File: config.mk
export PLATFORM = sky130hd
export DESIGN_NAME = pdv_regs
export DESIGN_NICKNAME = d
export VERILOG_FILES = /design/src/verilog/pdv_pkg.sv /design/src/verilog/pdv_dbuf.sv /design/src/verilog/pdv_regs.sv /design/src/verilog/pdv_vco_sel.sv
export SDC_FILE = /design/constraint.sdc
export NUM_CORES = 1
export LEC_CHECK = 0
export BUFFER_PORTS_ARGS = -buffer_cell sky130_fd_sc_hd__buf_2
export CAP_MARGIN = 5
export CORE_ASPECT_RATIO = 0.6
export CORE_MARGIN = 4
export CORE_UTILIZATION = 35
export DETAILED_ROUTE_END_ITERATION = 16
export GPL_TIMING_DRIVEN = 0
export PLACE_DENSITY = 0.71
export SLEW_MARGIN = 5
export SYNTH_ARGS = -nofsm -noshare
export SYNTH_HDL_FRONTEND = slang
export SYNTH_SLANG_ARGS = --single-unit
export TNS_END_PERCENT = 10
File: constraint.sdc
create_clock -name SYS_CLK -period 1.4 [get_ports SYS_CLK]
set_input_delay 0 -clock SYS_CLK [delete_from_list [all_inputs] [get_ports SYS_CLK]]
set_output_delay 0 -clock SYS_CLK [all_outputs]
set_load 0.005 [all_outputs]
File: src/verilog/pdv_pkg.sv
package pdv_pkg;

    // register byte addresses
    localparam logic [7:0] ADDR_FB_LOW         = 8'h10;
    localparam logic [7:0] ADDR_CAL_REF_FB_HI  = 8'h11;
    localparam logic [7:0] ADDR_OUT_REF_DIV    = 8'h12;
    localparam logic [7:0] ADDR_VCO_CORE_BIAS  = 8'h13;
    localparam logic [7:0] ADDR_VCO_BAND       = 8'h14;
    localparam logic [7:0] ADDR_CHARGE_PUMP    = 8'h15;

    // reset values
    localparam logic [7:0] RST_FB_LOW          = 8'h80;
    localparam logic [7:0] RST_CAL_REF_FB_HI   = 8'h00;
    localparam logic [7:0] RST_OUT_REF_DIV     = 8'h01;
    localparam logic [7:0] RST_VCO_CORE_BIAS   = 8'h00;
    localparam logic [7:0] RST_VCO_BAND        = 8'h00;
    localparam logic [7:0] RST_CHARGE_PUMP     = 8'h00;
    localparam logic [7:0] RST_READ_DATA       = 8'h00;

    // field positions in 0x11
    localparam int AUTO_CAL_BIT       = 7;
    localparam int REF_DOUBLER_BIT    = 6;
    localparam int CAL_DIV_MSB        = 5;
    localparam int CAL_DIV_LSB        = 4;
    localparam int FB_HI_MSB          = 3;
    localparam int FB_HI_LSB          = 0;
    // field positions in 0x12
    localparam int OUT_DIV_MSB        = 7;
    localparam int OUT_DIV_LSB        = 6;
    localparam int REF_DIV_MSB        = 5;
    localparam int REF_DIV_LSB        = 0;
    // field positions in 0x13
    localparam int CORE_MSB           = 5;
    localparam int CORE_LSB           = 4;
    localparam int BIAS_MSB           = 3;
    localparam int BIAS_LSB           = 0;

    // legal feedback divide range
    localparam logic [11:0] FB_DIV_MIN = 12'h002;
    localparam logic [11:0] FB_DIV_MAX = 12'hFFF;
    localparam logic [11:0] RST_FB_DIV = {RST_CAL_REF_FB_HI[3:0], RST_FB_LOW};

    typedef struct packed {
        logic [1:0] core;
        logic [3:0] bias;
        logic [7:0] band;
    } pdv_vco_type;

    localparam pdv_vco_type RST_VCO = '{core: 2'h0, bias: 4'h0, band: 8'h00};

    // 2-bit code to one-hot power-of-two ratio: 00->1, 01->2, 10->4, 11->8
    function automatic logic [3:0] pow2_ratio(input logic [1:0] code);
        case (code)
            2'h0:    pow2_ratio = 4'h1;
            2'h1:    pow2_ratio = 4'h2;
            2'h2:    pow2_ratio = 4'h4;
            default: pow2_ratio = 4'h8;
        endcase
    endfunction

endpackage

File: src/verilog/pdv_dbuf.sv
`timescale 1ns/100ps
// holding register for the active copy: the staged value input moves to it on commit
module pdv_dbuf (
    input  wire logic        clk,
    input  wire logic        srst,
    input  wire logic [11:0] stage_value,
    input  wire logic        commit,
    output logic      [11:0] active_value
);
    logic [11:0] active_r;

    always_ff @(posedge clk) begin
        if (srst) begin
            active_r <= pdv_pkg::RST_FB_DIV;
        end else if (commit) begin
            active_r <= stage_value;
        end
    end

    assign active_value = active_r;
endmodule

File: src/verilog/pdv_regs.sv
`timescale 1ns/100ps
module pdv_regs (
    input  wire logic        SYS_CLK,
    input  wire logic        SRST,
    input  wire logic [7:0]  REG_ADDR,
    input  wire logic [7:0]  REG_WDATA,
    input  wire logic        REG_WR,
    input  wire logic        REG_RD,
    output logic      [7:0]  REG_RDATA,
    output logic             REG_RVALID,
    input  wire logic        CORE_OVERRIDE,
    input  wire logic        BIAS_OVERRIDE,
    input  wire logic        BAND_OVERRIDE,
    input  wire logic [1:0]  CAL_CORE,
    input  wire logic [3:0]  CAL_BIAS,
    input  wire logic [7:0]  CAL_BAND,
    output logic             AUTO_CALIBRATION_ENABLE,
    output logic             REFERENCE_DOUBLER_SELECT,
    output logic      [3:0]  CAL_CLOCK_DIVIDER,
    output logic      [3:0]  OUTPUT_DIVIDER_SELECT,
    output logic      [5:0]  REF_DIVIDE,
    output logic      [11:0] FEEDBACK_DIVIDE,
    output logic             FEEDBACK_DIVIDE_LEGAL,
    output logic      [1:0]  VCO_CORE,
    output logic      [3:0]  VCO_BIAS,
    output logic      [7:0]  VCO_BAND,
    output logic      [7:0]  CHARGE_PUMP_SETTINGS
);
    logic [7:0]  fb_low_r;
    logic [7:0]  cal_ref_fb_hi_r;
    logic [7:0]  out_ref_div_r;
    logic [7:0]  vco_core_bias_r;
    logic [7:0]  vco_band_r;
    logic [7:0]  charge_pump_r;
    logic [7:0]  rdata_r;
    logic        rvalid_r;
    logic [3:0]  cal_div_r;
    logic [3:0]  out_div_r;
    logic        fb_legal_r;

    wire         wr_fb_low   = REG_WR && (REG_ADDR == pdv_pkg::ADDR_FB_LOW);
    wire         wr_cal_ref  = REG_WR && (REG_ADDR == pdv_pkg::ADDR_CAL_REF_FB_HI);
    wire         wr_out_ref  = REG_WR && (REG_ADDR == pdv_pkg::ADDR_OUT_REF_DIV);
    wire         wr_core     = REG_WR && (REG_ADDR == pdv_pkg::ADDR_VCO_CORE_BIAS);
    wire         wr_band     = REG_WR && (REG_ADDR == pdv_pkg::ADDR_VCO_BAND);
    wire         wr_cp       = REG_WR && (REG_ADDR == pdv_pkg::ADDR_CHARGE_PUMP);

    // staged divide; the low byte write commits, so write 0x11 before 0x10
    wire  [11:0] fb_staged   = {cal_ref_fb_hi_r[pdv_pkg::FB_HI_MSB:pdv_pkg::FB_HI_LSB], fb_low_r};
    wire  [11:0] fb_commit_v = wr_fb_low ? {fb_staged[11:8], REG_WDATA} : fb_staged;
    wire  [11:0] fb_active;

    wire  [7:0]  rd_mux =
        (REG_ADDR == pdv_pkg::ADDR_FB_LOW)        ? fb_low_r        :
        (REG_ADDR == pdv_pkg::ADDR_CAL_REF_FB_HI) ? cal_ref_fb_hi_r :
        (REG_ADDR == pdv_pkg::ADDR_OUT_REF_DIV)   ? out_ref_div_r   :
        (REG_ADDR == pdv_pkg::ADDR_VCO_CORE_BIAS) ? vco_core_bias_r :
        (REG_ADDR == pdv_pkg::ADDR_VCO_BAND)      ? vco_band_r      :
        (REG_ADDR == pdv_pkg::ADDR_CHARGE_PUMP)   ? charge_pump_r   :
                                                    pdv_pkg::RST_READ_DATA;

    pdv_pkg::pdv_vco_type manual_vco;
    pdv_pkg::pdv_vco_type cal_vco;
    pdv_pkg::pdv_vco_type sel_vco;

    // codes pass straight through: 00 lowest core, band 0 highest band
    assign manual_vco.core = vco_core_bias_r[pdv_pkg::CORE_MSB:pdv_pkg::CORE_LSB];
    assign manual_vco.bias = vco_core_bias_r[pdv_pkg::BIAS_MSB:pdv_pkg::BIAS_LSB];
    assign manual_vco.band = vco_band_r;
    assign cal_vco.core    = CAL_CORE;
    assign cal_vco.bias    = CAL_BIAS;
    assign cal_vco.band    = CAL_BAND;

    always_ff @(posedge SYS_CLK) begin
        if (SRST) begin
            fb_low_r        <= pdv_pkg::RST_FB_LOW;
            cal_ref_fb_hi_r <= pdv_pkg::RST_CAL_REF_FB_HI;
            out_ref_div_r   <= pdv_pkg::RST_OUT_REF_DIV;
            vco_core_bias_r <= pdv_pkg::RST_VCO_CORE_BIAS;
            vco_band_r      <= pdv_pkg::RST_VCO_BAND;
            charge_pump_r   <= pdv_pkg::RST_CHARGE_PUMP;
        end else begin
            if (wr_fb_low)  fb_low_r        <= REG_WDATA;
            if (wr_cal_ref) cal_ref_fb_hi_r <= REG_WDATA;
            if (wr_out_ref) out_ref_div_r   <= REG_WDATA;
            if (wr_core)    vco_core_bias_r <= REG_WDATA;
            if (wr_band)    vco_band_r      <= REG_WDATA;
            if (wr_cp)      charge_pump_r   <= REG_WDATA;
        end
    end

    // read answers one cycle after the strobe; unmapped addresses read zero
    always_ff @(posedge SYS_CLK) begin
        if (SRST) begin
            rdata_r  <= pdv_pkg::RST_READ_DATA;
            rvalid_r <= 1'b0;
        end else begin
            rdata_r  <= REG_RD ? rd_mux : rdata_r;
            rvalid_r <= REG_RD;
        end
    end

    // decoded ratios registered so outputs come from flops
    always_ff @(posedge SYS_CLK) begin
        if (SRST) begin
            cal_div_r  <= pdv_pkg::pow2_ratio(pdv_pkg::RST_CAL_REF_FB_HI[pdv_pkg::CAL_DIV_MSB:pdv_pkg::CAL_DIV_LSB]);
            out_div_r  <= pdv_pkg::pow2_ratio(pdv_pkg::RST_OUT_REF_DIV[pdv_pkg::OUT_DIV_MSB:pdv_pkg::OUT_DIV_LSB]);
            fb_legal_r <= 1'b1;
        end else begin
            cal_div_r  <= pdv_pkg::pow2_ratio(cal_ref_fb_hi_r[pdv_pkg::CAL_DIV_MSB:pdv_pkg::CAL_DIV_LSB]);
            out_div_r  <= pdv_pkg::pow2_ratio(out_ref_div_r[pdv_pkg::OUT_DIV_MSB:pdv_pkg::OUT_DIV_LSB]);
            // flags a host that broke the 2..4095 range; the value is still used
            fb_legal_r <= (fb_active >= pdv_pkg::FB_DIV_MIN) && (fb_active <= pdv_pkg::FB_DIV_MAX);
        end
    end

    pdv_dbuf u_fb_dbuf (
        .clk          (SYS_CLK),
        .srst         (SRST),
        .stage_value  (fb_commit_v),
        .commit       (wr_fb_low),
        .active_value (fb_active)
    );

    pdv_vco_sel u_vco_sel (
        .clk           (SYS_CLK),
        .srst          (SRST),
        .manual        (manual_vco),
        .cal_result    (cal_vco),
        .core_override (CORE_OVERRIDE),
        .bias_override (BIAS_OVERRIDE),
        .band_override (BAND_OVERRIDE),
        .selected      (sel_vco)
    );

    assign REG_RDATA                = rdata_r;
    assign REG_RVALID               = rvalid_r;
    assign AUTO_CALIBRATION_ENABLE  = cal_ref_fb_hi_r[pdv_pkg::AUTO_CAL_BIT];
    assign REFERENCE_DOUBLER_SELECT = cal_ref_fb_hi_r[pdv_pkg::REF_DOUBLER_BIT];
    assign CAL_CLOCK_DIVIDER        = cal_div_r;
    assign OUTPUT_DIVIDER_SELECT    = out_div_r;
    assign REF_DIVIDE               = out_ref_div_r[pdv_pkg::REF_DIV_MSB:pdv_pkg::REF_DIV_LSB];
    assign FEEDBACK_DIVIDE          = fb_active;
    assign FEEDBACK_DIVIDE_LEGAL    = fb_legal_r;
    assign VCO_CORE                 = sel_vco.core;
    assign VCO_BIAS                 = sel_vco.bias;
    assign VCO_BAND                 = sel_vco.band;
    assign CHARGE_PUMP_SETTINGS     = charge_pump_r;
endmodule

File: src/verilog/pdv_vco_sel.sv
`timescale 1ns/100ps
// registered choice between manual settings and calibration result
module pdv_vco_sel (
    input  wire logic                clk,
    input  wire logic                srst,
    input  pdv_pkg::pdv_vco_type     manual,
    input  pdv_pkg::pdv_vco_type     cal_result,
    input  wire logic                core_override,
    input  wire logic                bias_override,
    input  wire logic                band_override,
    output pdv_pkg::pdv_vco_type     selected
);
    pdv_pkg::pdv_vco_type sel_r;
    pdv_pkg::pdv_vco_type sel_nxt;

    assign sel_nxt.core = core_override ? manual.core : cal_result.core;
    assign sel_nxt.bias = bias_override ? manual.bias : cal_result.bias;
    assign sel_nxt.band = band_override ? manual.band : cal_result.band;

    always_ff @(posedge clk) begin
        if (srst) begin
            sel_r <= pdv_pkg::RST_VCO;
        end else begin
            sel_r <= sel_nxt;
        end
    end

    assign selected = sel_r;
endmodule
==> results.py <==
metrics = {
    "global_routing": {
        "grt.total_usage_pct": 20.1,
        "grt_max_degree": 14,
        "antenna_found_initial": 0,
        "grt_pass1_vias": 3320,
        "grt_pass1_wl_mm": 18.8,
        "overflow": 0,
    },
    "finish": {
        "multi_input_area_sq_um": 1850,
        "seq_area_sq_um": 1680,
        "syn_to_final_growth_pct": 31.1,
        "final_util_pct": 48.2,
        "diodes": 0,
        "fillers": 971,
        "final_area_sq_um": 4880,
        "final_cells": 641,
        "layout-drive-gt1-share_pct": 27.7,
        "layout.nets": 538,
    },
    "setup_path": {
        "rr_startpoint": "fb_low_r[3]$_SDFFE_PP0P_",
        "r2r_slack_ps": 90,
        "crit_required_ps": 1610,
        "reg2reg_depth": 3,
        "path_cells": "buf_2, or3_4, buf_8, nor4_4, mux2i_1, nor2_1",
        "crit_path_max_incr_delay_ps": 650,
        "r2r_end": "REG_RDATA[3]$_SDFFE_PP0P_",
        "startpoint_type": "primary input",
        "crit_path_end_kind": "register",
        "path_class": "primary input to register",
        "crit_fanout": 9,
        "cpMaxStageDelayCell": "nor4_4",
        "crit_arrival_ps": 1630,
    },
    "synth": {
        "synth_warnings": 0,
        "syn_avg_cell_area_sq_um": 9.80,
        "synth_area_leader_cell": "dfxtp_1",
        "syn-num-nets": 417,
        "synth.top_cells.by_area": "dfxtp_1, mux2i_1, nand2b_1",
        "syn_area_sq_um": 3720,
        "synth_top_area_share_pct": 45.1,
        "ys_ff_latch": 84,
        "synth_cell_types": 36,
        "synthCells": 380,
        "synth_seq_area_share_pct": 45.1,
    },
    "route": {
        "vias": 3327,
        "ant_nets": 0,
        "route.detailed.drc": 0,
        "post_drt_wl_per_cell_um": 19.1,
        "totalWireLength_mm": 12.2,
        "first_pass_iters": 5,
        "via_per_inst": 5.19,
        "drt_iter0_drc": 301,
    },
    "timing": {
        "setup_ws_ps": -15.7,
        "rsz0062_at_grt": "yes",
        "maxSlewViolCount": 0,
        "finClkSkew_ps": 8.79,
        "hold_viol": 0,
        "setup_tns_ps": -52.2,
        "max_slew_margin_pct": 48.6,
        "post-route-period-util_pct": 101,
        "min_period_ps": 1420,
        "max_clock_freq_ghz": 0.706,
        "worst_pin_slew_ps": 766,
        "setup_viol": 7,
        "timing.hold.ws_ps": 38.9,
    },
    "floorplan": {
        "rows": 28,
        "fp.dieArea_sq_um": 12400,
        "die-width_um": 141,
        "ioPinCount": 97,
        "start_util_pct": 36.8,
        "core_sq_um": 10100,
        "die_y_um": 87.9,
    },
    "min_path": {
        "whs_endpoint": "vco_band_r[7]$_SDFFE_PP0P_",
        "worstHoldStart": "REG_WDATA[7]",
        "hold_path.class": "primary input to register",
        "hold_depth": 3,
    },
    "placed_design": {
        "dpl_cell_area_sq_um": 4370,
        "dp_hpwl_mm": 9.22,
        "dp.cells": 608,
        "io_buffer_count": 93,
        "place_congestion": 0.918,
    },
    "clock_tree": {
        "clkTransAtPathRegs_ps": 60,
        "cts_max_level": 3,
        "cts_tree": "yes",
        "cts_root_buffer": "clkbuf_16",
        "clock_sinks": 84,
        "cts_max_path_buffers": 2,
        "cts_buffers": 9,
        "insertion_delay_ps": 340,
    },
    "power": {
        "p_per_area_nw_per_um2": 1100,
        "peakVddDrop_mv": 0.642,
        "leakage_nw": 2.05,
    },
    "status": {
        "violations": "setup timing",
        "outcome": "complete, but fails checks",
    },
    "flow_run": {
        "drv_cap": 0,
    },
}
[Yosys cell counts, drive strengths merged]
library cell / count
o21ai: 5
nor2b: 17
o31ai: 7
nor3b: 2
nand3: 1
dfxtp: 84
or2: 2
or4bb: 1
nor2: 49
nor3: 11
buf: 13
a21o: 1
or3b: 1
a211o: 1
inv: 9
nor4: 8
o32ai: 15
a211oi: 1
nor4b: 1
a21oi: 9
and3b: 3
or3: 1
o22ai: 1
a22oi: 7
nand2: 1
or4: 1
a31o: 7
o21bai: 2
mux2i: 60
clkbuf: 21
nand3b: 6
nand2b: 32
[placed cells by master, fill, tap and decap left out, types with 2 or more instances in the layout]
master and count:
nor3b_1 2, buf_4 6, nand2b_1 32, o31ai_1 7
buf_6 2, o21ai_0 4, o21bai_1 2, a31o_2 7
a21oi_1 9, or2_2 2, nor2b_1 17, dlygate4sd3_1 17
nor2_1 49, nand3b_1 6, clkbuf_2 5, clkbuf_16 9
and3b_1 3, buf_1 2, bufinv_16 2, nor3_1 11
nor4_4 5, clkbuf_1 18, nor4_1 3, a22oi_1 7
buf_2 94, dfxtp_1 84, inv_1 9, o32ai_1 15
mux2i_1 60
[metal layers]
layer,up-vias,global-route usage (%),wire length [um]
met5,-,0,0
met4,0,4.57,165
met3,18,6.33,1140
met2,154,28.7,4890
met1,1574,29.4,6040
li1,1581,-,-
[sequential cells by signal, summed over array words and instances (netlist names), 5 cells and up]
name / cells
u_fb_dbuf.active_value: 5
cal_ref_fb_hi_r: 8
vco_band_r: 8
out_ref_div_r: 8
REG_RDATA: 8
fb_low_r: 7
u_vco_sel.selected: 14
CHARGE_PUMP_SETTINGS: 8
vco_core_bias_r: 8
[layout make-up]
cell class,instances,share of cell area (%)
Multi-Input combinational cell,253,37.8
Clock inverter,4,1.49
Buffer,33,3.69
Inverter,9,0.692
Sequential cell,84,34.4
Clock buffer,12,5.05
Tap cell,135,3.46
Timing Repair Buffer,111,13.4
[worst max-delay path by stage]
| stage | start | end | slack, ps |
|---|---|---|---|
| 4_1_cts | REG_ADDR[3] | out_ref_div_r[0]$_SDFFE_PP1P_ | -70 |
| 2_1_floorplan | REG_ADDR[3] | out_ref_div_r[0]$_SDFFE_PP1P_ | -110 |
| 3_5_place_dp | REG_ADDR[3] | CHARGE_PUMP_SETTINGS[0]$_SDFFE_PP0P_ | -440 |
| 6_report | REG_ADDR[3] | vco_core_bias_r[0]$_SDFFE_PP0P_ | -20 |
| 5_1_grt | REG_ADDR[3] | vco_core_bias_r[3]$_SDFFE_PP0P_ | -120 |
| 3_3_place_gp | REG_ADDR[3] | out_ref_div_r[0]$_SDFFE_PP1P_ | -430 |
[critical path: cells and delay by family]
kind,cells,cell delay (ps)
buffers and inverters,2,260
multiplexers,1,270
AND/OR/NAND/NOR,3,1080
[cell families (layout without fill, tap and decap cells)]
logic type | after synthesis | after routing | synth area share [%]
mux | 60 | 60 | 16.1
flops | 84 | 84 | 45.1
simple gates | 137 | 137 | 22.3
buf+inv | 43 | 169 | 5.31
compound gates | 56 | 56 | 11.1
[what timing repair did]
action,CTS,global route
pin swaps,1,1
buffers inserted,0,1
gates cloned,0,0
hold endpoints to repair,15,0
hold buffers,17,0
gates resized for setup,1,11
endpoints found under the setup margin,27,38
[per-stage QoR]
stage | total power, W | worst slack, ps
global placement | 0.00285 | -431
detailed placement | 0.00286 | -441
global route | 0.00555 | -121
CTS | 0.00541 | -65.0
finish | 0.00539 | -15.7
floorplan | 0.00269 | -113
[where the power goes]
group / switching, W / internal (W)
clock: 0.000935 / 0.00161
sequential: 0.00000699 / 0.00241
combinational: 0.000251 / 0.000182
total: 0.00119 / 0.00420
Note: power is estimated with default switching activity, not from simulation.
